`config.mk`:
```
export PLATFORM = sky130hd
export DESIGN_NAME = ivs_vector_select
export DESIGN_NICKNAME = d
export VERILOG_FILES = /design/src/verilog/ivs_vector_select.v
export VERILOG_INCLUDE_DIRS = /design/src /design/src/include
export SDC_FILE = /design/constraint.sdc
export NUM_CORES = 1
export LEC_CHECK = 0
export BUFFER_PORTS_ARGS = -buffer_cell sky130_fd_sc_hd__buf_4
export CORE_MARGIN = 2
export CORE_UTILIZATION = 45
export DETAILED_ROUTE_END_ITERATION = 10
export GPL_TIMING_DRIVEN = 0
export PLACE_DENSITY = 0.85
export SYNTH_ARGS = -nofsm -noshare
export SYNTH_HDL_FRONTEND = slang
export SYNTH_SLANG_ARGS = --single-unit
```
`constraint.sdc`:
```
create_clock -name mclk -period 3.5 [get_ports mclk]
set_input_delay 0.35 -clock mclk [delete_from_list [all_inputs] [get_ports mclk]]
set_output_delay 0.35 -clock mclk [all_outputs]
set_load 0.005 [all_outputs]
```
`src/include/ivs_regs.vh`:
```
`ifndef IVS_REGS_VH
`define IVS_REGS_VH
// ****************************************************************
// Control and status registers
// ****************************************************************
`define IVS_MCU_CONTROL_ADDR  8'h00
`define IVS_STATUS_ADDR       8'h01
`define IVS_MCU_CONTROL_RESET 8'h00
`define IVS_SEL_BIT           1
`define IVS_CE_BIT            0
`define IVS_MCU_CONTROL_MASK  8'h03
// ****************************************************************
// Timing and vectors
// ****************************************************************
`define IVS_CE_CYCLES         3'd4
`define IVS_RESET_VECTOR      16'h0000
`define IVS_VECTOR_BASE       16'h0002
`define IVS_NUM_SOURCES       37
`endif

```
`src/verilog/ivs_vector_select.v`:
```
`timescale 1ns/1ns
`include "ivs_regs.vh"

module ivs_vector_select #(
  parameter ADDR_W = 16,
  parameter NSRC   = `IVS_NUM_SOURCES
) (
  input  wire              mclk,
  input  wire              reset,
  input  wire              clk_en,
  input  wire [7:0]        reg_addr,
  input  wire [7:0]        reg_wdata,
  input  wire              reg_wr,
  input  wire              reg_rd,
  output reg  [7:0]        reg_rdata,
  input  wire [NSRC-1:0]   irq_pending,
  input  wire              global_int_enable,
  input  wire              instr_done,
  input  wire              exec_in_boot,
  input  wire              boot_reset_fuse,
  input  wire [ADDR_W-1:0] boot_start_addr,
  input  wire              app_section_boot_lock,
  input  wire              boot_section_self_lock,
  output reg               irq_request,
  output reg  [ADDR_W-1:0] irq_vector_addr,
  output reg  [5:0]        irq_vector_num,
  output reg  [ADDR_W-1:0] reset_vector_addr,
  output reg               vector_table_select,
  output reg               irq_masked
);

  // ****************************************************************
  // Change sequence states
  // ****************************************************************
  localparam ST_IDLE = 3'b001;
  localparam ST_OPEN = 3'b010;
  localparam ST_HOLD = 3'b100;

  reg [2:0] state_q;
  reg [2:0] state_d;
  reg [2:0] ce_cnt_q;
  reg [2:0] ce_cnt_d;
  reg       sel_q;
  reg       sel_d;
  reg       hold_instr_q;
  reg       hold_instr_d;

  wire ctl_wr  = reg_wr && (reg_addr == `IVS_MCU_CONTROL_ADDR);
  wire wr_ce   = reg_wdata[`IVS_CE_BIT];
  wire wr_sel  = reg_wdata[`IVS_SEL_BIT];
  wire ce_live = (state_q == ST_OPEN);

  // ****************************************************************
  // Change enable and select sequencing
  // ****************************************************************
  always @* begin
    state_d      = state_q;
    ce_cnt_d     = ce_cnt_q;
    sel_d        = sel_q;
    hold_instr_d = hold_instr_q;
    case (state_q)
      ST_IDLE: begin
        if (ctl_wr && wr_ce) begin
          state_d  = ST_OPEN;
          ce_cnt_d = `IVS_CE_CYCLES - 3'd1;
        end
      end
      ST_OPEN: begin
        if (ctl_wr && !wr_ce) begin
          sel_d        = wr_sel;
          state_d      = ST_HOLD;
          hold_instr_d = 1'b0;
        end else if (ctl_wr && wr_ce) begin
          ce_cnt_d = `IVS_CE_CYCLES - 3'd1;
        end else if (ce_cnt_q == 3'd0) begin
          state_d = ST_IDLE;
        end else begin
          ce_cnt_d = ce_cnt_q - 3'd1;
        end
      end
      ST_HOLD: begin
        // Wait for the write's own instruction end, then the next one
        if (instr_done) begin
          if (hold_instr_q) begin
            state_d = ST_IDLE;
          end else begin
            hold_instr_d = 1'b1;
          end
        end
      end
      default: begin
        state_d = ST_IDLE;
      end
    endcase
  end

  always @(posedge mclk) begin
    if (reset) begin
      state_q      <= ST_IDLE;
      ce_cnt_q     <= 3'd0;
      sel_q        <= 1'b0;
      hold_instr_q <= 1'b0;
    end else if (clk_en) begin
      state_q      <= state_d;
      ce_cnt_q     <= ce_cnt_d;
      sel_q        <= sel_d;
      hold_instr_q <= hold_instr_d;
    end
  end

  // ****************************************************************
  // Priority encoder and vector address
  // ****************************************************************
  reg [5:0] pick;
  reg       any;
  integer   i;
  always @* begin
    pick = 6'd0;
    any  = 1'b0;
    for (i = NSRC - 1; i >= 0; i = i - 1) begin
      if (irq_pending[i]) begin
        pick = i[5:0];
        any  = 1'b1;
      end
    end
  end

  // ****************************************************************
  // Vector table, word offsets from the table start
  // ****************************************************************
  // Spelled out per source so a gap in the table cannot hide in arithmetic
  reg [6:0] tbl_off;
  always @* begin
    tbl_off = 7'h00;
    case (pick)
      // External requests 0..7
      6'h00: begin
        tbl_off = 7'h02;
      end
      6'h01: begin
        tbl_off = 7'h04;
      end
      6'h02: begin
        tbl_off = 7'h06;
      end
      6'h03: begin
        tbl_off = 7'h08;
      end
      6'h04: begin
        tbl_off = 7'h0A;
      end
      6'h05: begin
        tbl_off = 7'h0C;
      end
      6'h06: begin
        tbl_off = 7'h0E;
      end
      6'h07: begin
        tbl_off = 7'h10;
      end
      // Pin change group zero
      6'h08: begin
        tbl_off = 7'h12;
      end
      // USB general, USB endpoint, watchdog
      6'h09: begin
        tbl_off = 7'h14;
      end
      6'h0A: begin
        tbl_off = 7'h16;
      end
      6'h0B: begin
        tbl_off = 7'h18;
      end
      // Timer 2
      6'h0C: begin
        tbl_off = 7'h1A;
      end
      6'h0D: begin
        tbl_off = 7'h1C;
      end
      6'h0E: begin
        tbl_off = 7'h1E;
      end
      // Timer 1
      6'h0F: begin
        tbl_off = 7'h20;
      end
      6'h10: begin
        tbl_off = 7'h22;
      end
      6'h11: begin
        tbl_off = 7'h24;
      end
      6'h12: begin
        tbl_off = 7'h26;
      end
      6'h13: begin
        tbl_off = 7'h28;
      end
      // Timer 0
      6'h14: begin
        tbl_off = 7'h2A;
      end
      6'h15: begin
        tbl_off = 7'h2C;
      end
      6'h16: begin
        tbl_off = 7'h2E;
      end
      // Serial peripheral transfer complete
      6'h17: begin
        tbl_off = 7'h30;
      end
      // Serial port receive, buffer empty, transmit done
      6'h18: begin
        tbl_off = 7'h32;
      end
      6'h19: begin
        tbl_off = 7'h34;
      end
      6'h1A: begin
        tbl_off = 7'h36;
      end
      // Comparator, converter, nonvolatile data
      6'h1B: begin
        tbl_off = 7'h38;
      end
      6'h1C: begin
        tbl_off = 7'h3A;
      end
      6'h1D: begin
        tbl_off = 7'h3C;
      end
      // Timer 3
      6'h1E: begin
        tbl_off = 7'h3E;
      end
      6'h1F: begin
        tbl_off = 7'h40;
      end
      6'h20: begin
        tbl_off = 7'h42;
      end
      6'h21: begin
        tbl_off = 7'h44;
      end
      6'h22: begin
        tbl_off = 7'h46;
      end
      // Two-wire interface, program store ready
      6'h23: begin
        tbl_off = 7'h48;
      end
      6'h24: begin
        tbl_off = 7'h4A;
      end
      default: begin
        tbl_off = 7'h00;
      end
    endcase
  end

  wire [ADDR_W-1:0] table_addr = {{(ADDR_W-7){1'b0}}, tbl_off};
  wire [ADDR_W-1:0] base_addr  = sel_q ? boot_start_addr : {ADDR_W{1'b0}};
  wire [ADDR_W-1:0] vec_addr   = table_addr + base_addr;

  // ****************************************************************
  // Interrupt masking
  // ****************************************************************
  reg seq_mask;
  reg lock_mask;
  always @* begin
    seq_mask = 1'b0;
    // Mask from the very cycle the enable write is taken
    if (ctl_wr && wr_ce && (state_q == ST_IDLE)) begin
      seq_mask = 1'b1;
    end
    if (ce_live || (state_q == ST_HOLD)) begin
      seq_mask = 1'b1;
    end
  end

  always @* begin
    lock_mask = 1'b0;
    // Vectors in boot space while application code runs
    if (sel_q && app_section_boot_lock && !exec_in_boot) begin
      lock_mask = 1'b1;
    end
    // Vectors in application space while boot code runs
    if (!sel_q && boot_section_self_lock && exec_in_boot) begin
      lock_mask = 1'b1;
    end
  end

  wire mask_d = seq_mask || lock_mask;

  // ****************************************************************
  // Registered outputs
  // ****************************************************************
  always @(posedge mclk) begin
    if (reset) begin
      irq_request         <= 1'b0;
      irq_vector_addr     <= {ADDR_W{1'b0}};
      irq_vector_num      <= 6'd0;
      reset_vector_addr   <= `IVS_RESET_VECTOR;
      vector_table_select <= 1'b0;
      irq_masked          <= 1'b0;
      reg_rdata           <= 8'h00;
    end else if (clk_en) begin
      // Global enable is only read here, never altered
      irq_request         <= any && global_int_enable && !mask_d;
      irq_vector_addr     <= vec_addr;
      irq_vector_num      <= pick + 6'd2;
      reset_vector_addr   <= boot_reset_fuse ? `IVS_RESET_VECTOR : boot_start_addr;
      vector_table_select <= sel_d;
      irq_masked          <= mask_d;
      if (reg_rd) begin
        case (reg_addr)
          `IVS_MCU_CONTROL_ADDR: reg_rdata <= {6'b000000, sel_q, ce_live} & `IVS_MCU_CONTROL_MASK;
          `IVS_STATUS_ADDR:      reg_rdata <= {5'b00000, state_q};
          default:               reg_rdata <= 8'h00;
        endcase
      end else begin
        reg_rdata <= 8'h00;
      end
    end
  end

endmodule // ivs_vector_select

```
After elaboration in Yosys (flattened, before gate mapping)
Memory sizes are Yosys's and may differ from the RTL's.
Cells that the tools add are included.

word-level totals
  bits in read-only memories = 384
  register bits = 56
  output and inout bits = 49
  memories = 1

operators by class
  $add $sub $neg = 3
  muxes and demuxes = 99
  equal/unequal tests = 12
  reductions and logical operators = 24

memory list
  name             depth  bits a word  rd ports  clocked after memory_dff  wr ports  line                     RTL
  (no name shown)  64     6            1         0                         0         ivs_vector_select.v:135  case (pick)

operators by type and width
  operator                                                                number
  6-bit two-way mux                                                       37
  1-bit two-way mux                                                       45
  16-bit two-way mux                                                      2
  3-bit two-way mux                                                       10
  7-bit by 16-bit adder with 16-bit output                                1
  3-bit one-hot mux with 2 select lines                                   2
  1-bit logical AND                                                       10
  3-bit one-hot mux with 3 select lines                                   1
  8-bit by 1-bit equality test with 1-bit output (second input constant)  1
  8-bit zero test                                                         1
  8-bit two-way mux                                                       1
  2-bit != test (second input constant)                                   4
  6-bit by 2-bit adder with 6-bit output (second input constant)          1
  6-bit AND reduction                                                     1
  5-bit AND reduction                                                     1
  1-bit zero test                                                         4
  4-bit AND reduction                                                     1
  2-bit nonzero test                                                      2
  3-bit by 1-bit equality test with 1-bit output (second input constant)  1
  3-bit by 2-bit equality test with 1-bit output (second input constant)  1
  3-bit equality test (second input constant)                             1
  3-bit zero test                                                         1
  3-bit by 1-bit != test with 1-bit output (second input constant)        1
  3-bit by 2-bit != test with 1-bit output (second input constant)        1
  6 further kinds                                                         7

Longest topological paths before layout
  word-level depth = 39
  depth in mapped cells = 19

Worst setup path after synthesis
Ideal clock, no wire load.

  kind = in2reg
  from = in irq_pending[30]
  to = reg irq_vector_addr[7]
  slack = -0.002 ns
  stages on the path = 16
  setup time = 0.117 ns
  arrival time = 3.385 ns
  required time = 3.383 ns
  cell sequence = inv_1 a2111oi_0 o31ai_1 a311oi_1 o22a_1 inv_1 ha_1 and3_4 nor3_2 ha_1 nor2b_1 o21a_1 o21ai_1 a21boi_0 a211o_1 a32o_1

between the ends
  cells in the longest elaborated chain, start to end = 33

ends and longest elaborated chain
  element                                   line                     RTL
  from (decl)                               ivs_vector_select.v:16   input wire [NSRC-1:0] irq_pending,
  6-bit two-way mux (31 in series)          ivs_vector_select.v:121  if (irq_pending[i]) begin
  named net pick[0]                         ivs_vector_select.v:114  reg [5:0] pick;
  memory read 64 x 6 bit                    --
  7-bit by 16-bit adder with 16-bit output  ivs_vector_select.v:266  wire [ADDR_W-1:0] vec_addr = table_addr + base_addr;
  to (signal assigned)                      ivs_vector_select.v:304  irq_vector_addr <= {ADDR_W{1'b0}};
  to (signal assigned)                      ivs_vector_select.v:313  irq_vector_addr <= vec_addr;
  to (decl)                                 ivs_vector_select.v:25   output reg [ADDR_W-1:0] irq_vector_addr,

The timed path passes the listed nets, and every way through them passes these cells.
A chain may end at the register's enable or synchronous reset.

Worst setup path after layout
  from = in irq_pending[31]
  to = reg irq_vector_addr[7]

between the ends
  cells in the longest elaborated chain, start to end = 34

ends and longest elaborated chain
  element                                   line
  6-bit two-way mux (32 in series)          ivs_vector_select.v:121
  memory read 64 x 6 bit                    --
  7-bit by 16-bit adder with 16-bit output  ivs_vector_select.v:266

Every way passes these cells.

==> flow_summary.ini <==
[critical_path]
endpoint_kind = flop
start_kind = input pin
crit_arrival_ns = 3.77
r2r_cells = 12
required_ns = 3.71
critPathMaxFanout = 6
critical_path_class = in -> reg

[finish]
final_util_pct = 64.0
syn_to_final_growth_pct = 38.8
drive_gt1_share_pct = 31.2
n_fill_cell = 618
stdcell_area_um2 = 4600
layout_commonest_cell = buf_4
mostFrequentLayoutCells = buf_4, nor2_1, nand2_1, dfxtp_1, a21oi_1
final_nets = 662
diodes = 0

[synth]
ys_seq_elements = 51
yosysTopAreaCellShare_pct = 30.8
syn_inst = 438
syn_area_um2 = 3310
synthFlopType = dfxtp_1
synth_top_area_cell = dfxtp_1
async_flop_share_pct = 0
yosysSeqAreaShare_pct = 30.8
synth-edff-count = 0
yosys_warnings = 0
ys_top_cells_by_area = dfxtp_1, nor2_1, nand2_1
ys_types = 64
synth.avg_cell_area_um2 = 7.56

[global_routing]
track_usage_pct = 23.6
grt_pass1_vias = 3498
grt_pass1_wl_um = 16100
antenna_found_initial = 0
grt-ovfl-total = 0
grt_max_degree = 18

[pwr]
cellLeakagePower_uw = 0.00192
peakVddDrop_uv = 205
cellPowerDensity_nw_per_um2 = 284

[detailed_routing]
vias = 3729
remaining_drc_errors = 0
drt_wl_total_um = 10100
post_drt_via_cell_ratio = 5.57
post_drt_wl_per_cell_um = 15.2
drt_iter0_drc = 292
ant_nets = 0
firstDrtPassIters = 5

[floorplan]
coreArea_um2 = 7180
dieArea_um2 = 8060
die_y_um = 89.8
initial_core_util_pct = 46.2
io-pin-count = 129
rows = 31
fp.dieW_um = 89.8

[outcome]
violations = negative setup slack
status = finished with violations

[sta]
maxSlewViolCount = 0
grt_setup_unrepaired = true
min_period_over_period_pct = 102
slew_headroom_pct = 54.2
fmax_ghz = 0.281
hold_viol = 0
finalSetupViolCount = 5
holdWs_ns = 0.311
period_needed_ns = 3.56
tightest_slew_ns = 0.680
clock_skew_ns = 0.00764
layout_setup_ws_ns = -0.0640

[placement]
placed_area_um2 = 4320
io_buffers = 115
gp_congestion = 0.884
dp_hpwl_um = 7660

[clock_network]
clock_sink_count = 51
cts_buffers = 5
cts_tree = built
htreeDepth = 2
clkSlewWorstSetupHoldPaths_ns = 0.10
root_buffer = clkbuf_8
worstSkewPairLatency_ns = 0.31
ctsLongestPathBuffers = 2

[worst_hold_path]
hp-class = in -> reg
hold_depth = 3

[job]
drv_cap = 0
==> logic make-up (layout without fill, tap and decap cells) <==
group	count (synthesis)	count (layout)	share of synthesized area (%)
compound gates	117	117	23.2
xor+xnor	10	10	2.64
fa+ha+maj	13	13	5.14
buf+inv	38	166	4.87
flops	51	51	30.8
mux	5	5	1.55
other cells	1	5	0.113
simple gates	203	203	31.7
==> cells in the mapped netlist, drive strengths merged (6+ instances only) <==
cell,count
nand3,6
ha,12
and2,7
nor2,74
nand4,8
clkbuf,12
buf,8
a211oi,15
dfxtp,51
inv,18
nand2,55
a21oi,41
o21ai,22
nor3,18
nor4,11
==> through the flow <==
step / std cells / total power, µW / worst slack (ns) / TNS [ns]
after floorplan: 442 / 728 / 0.0609 / 0
after global placement: 656 / 863 / -0.463 / -2.53
after detailed placement: 656 / 870 / -0.576 / -3.73
after CTS: 667 / 1300 / -0.0390 / -0.123
after global routing: 669 / 1350 / -0.234 / -1.03
final: 669 / 1310 / -0.0640 / -0.236
==> worst paths after layout <==
path | start | end | slack [ns]
setup / recovery | irq_pending[31] | irq_vector_addr[7] | -0.06
hold / removal | global_int_enable | irq_request | 0.31
setup reg to reg | vector_table_select | irq_vector_addr[7] | 0.36
hold reg to reg | irq_vector_num[5] | irq_vector_num[5] | 0.47
==> layout make-up <==
type / instances / area (µm²) / share of cell area [%]
repair buffers: 120 / 916 / 19.9
flip-flops and latches: 51 / 1020 / 22.2
multi-input cells: 353 / 2260 / 49.1
well taps: 99 / 124 / 2.70
clock buffers: 5 / 68.8 / 1.50
plain buffers: 20 / 93.8 / 2.04
clock inverters: 3 / 47.5 / 1.03
inverters: 18 / 67.6 / 1.47
==> routing by layer <==
metal | up-vias | global-route usage [%] | wire length, µm
met1 | 1750 | 30.8 | 4450
met5 | - | 0 | 0
met2 | 142 | 40.3 | 4830
met3 | 24 | 4.02 | 641
met4 | 0 | 6.41 | 214
li1 | 1813 | - | -
==> where the power goes <==
group | switching (µW) | leakage (µW) | internal (µW)
Combinational | 136 | 0.00145 | 125
Sequential | 12.7 | 0.000415 | 598
Clock | 217 | 0.0000587 | 217
Total | 366 | 0.00192 | 940
==> timing repair <==
item	CTS	global route
resized for setup	6	31
hold buffers	0	0
pin swaps	4	18
setup buffers	3	2
endpoints found under the setup margin	5	9
==> state kept, by name (all words and copies together) (netlist names) <==
name,flops
ce_cnt_q,3
hold_instr_q,1
irq_masked,1
irq_request,1
irq_vector_addr,16
irq_vector_num,6
reg_rdata,3
reset_vector_addr,16
state_q,3
vector_table_select,1
==> critical path: stages <==
cell	delay, ns
buf_8	0.10
a2111oi_4	0.34
o31ai_2	0.12
a311oi_1	0.34
o22a_1	0.28
ha_2	0.20
nand3b_1	0.08
o211a_1	0.18
nor2_2	0.14
ha_2	0.21
inv_2	0.04
fa_2	0.35
nor2b_2	0.16
o21a_1	0.20
o21ai_4	0.12
a21boi_2	0.18
o211ai_1	0.12
a32o_1	0.27
(Power assumes the default switching activity.)
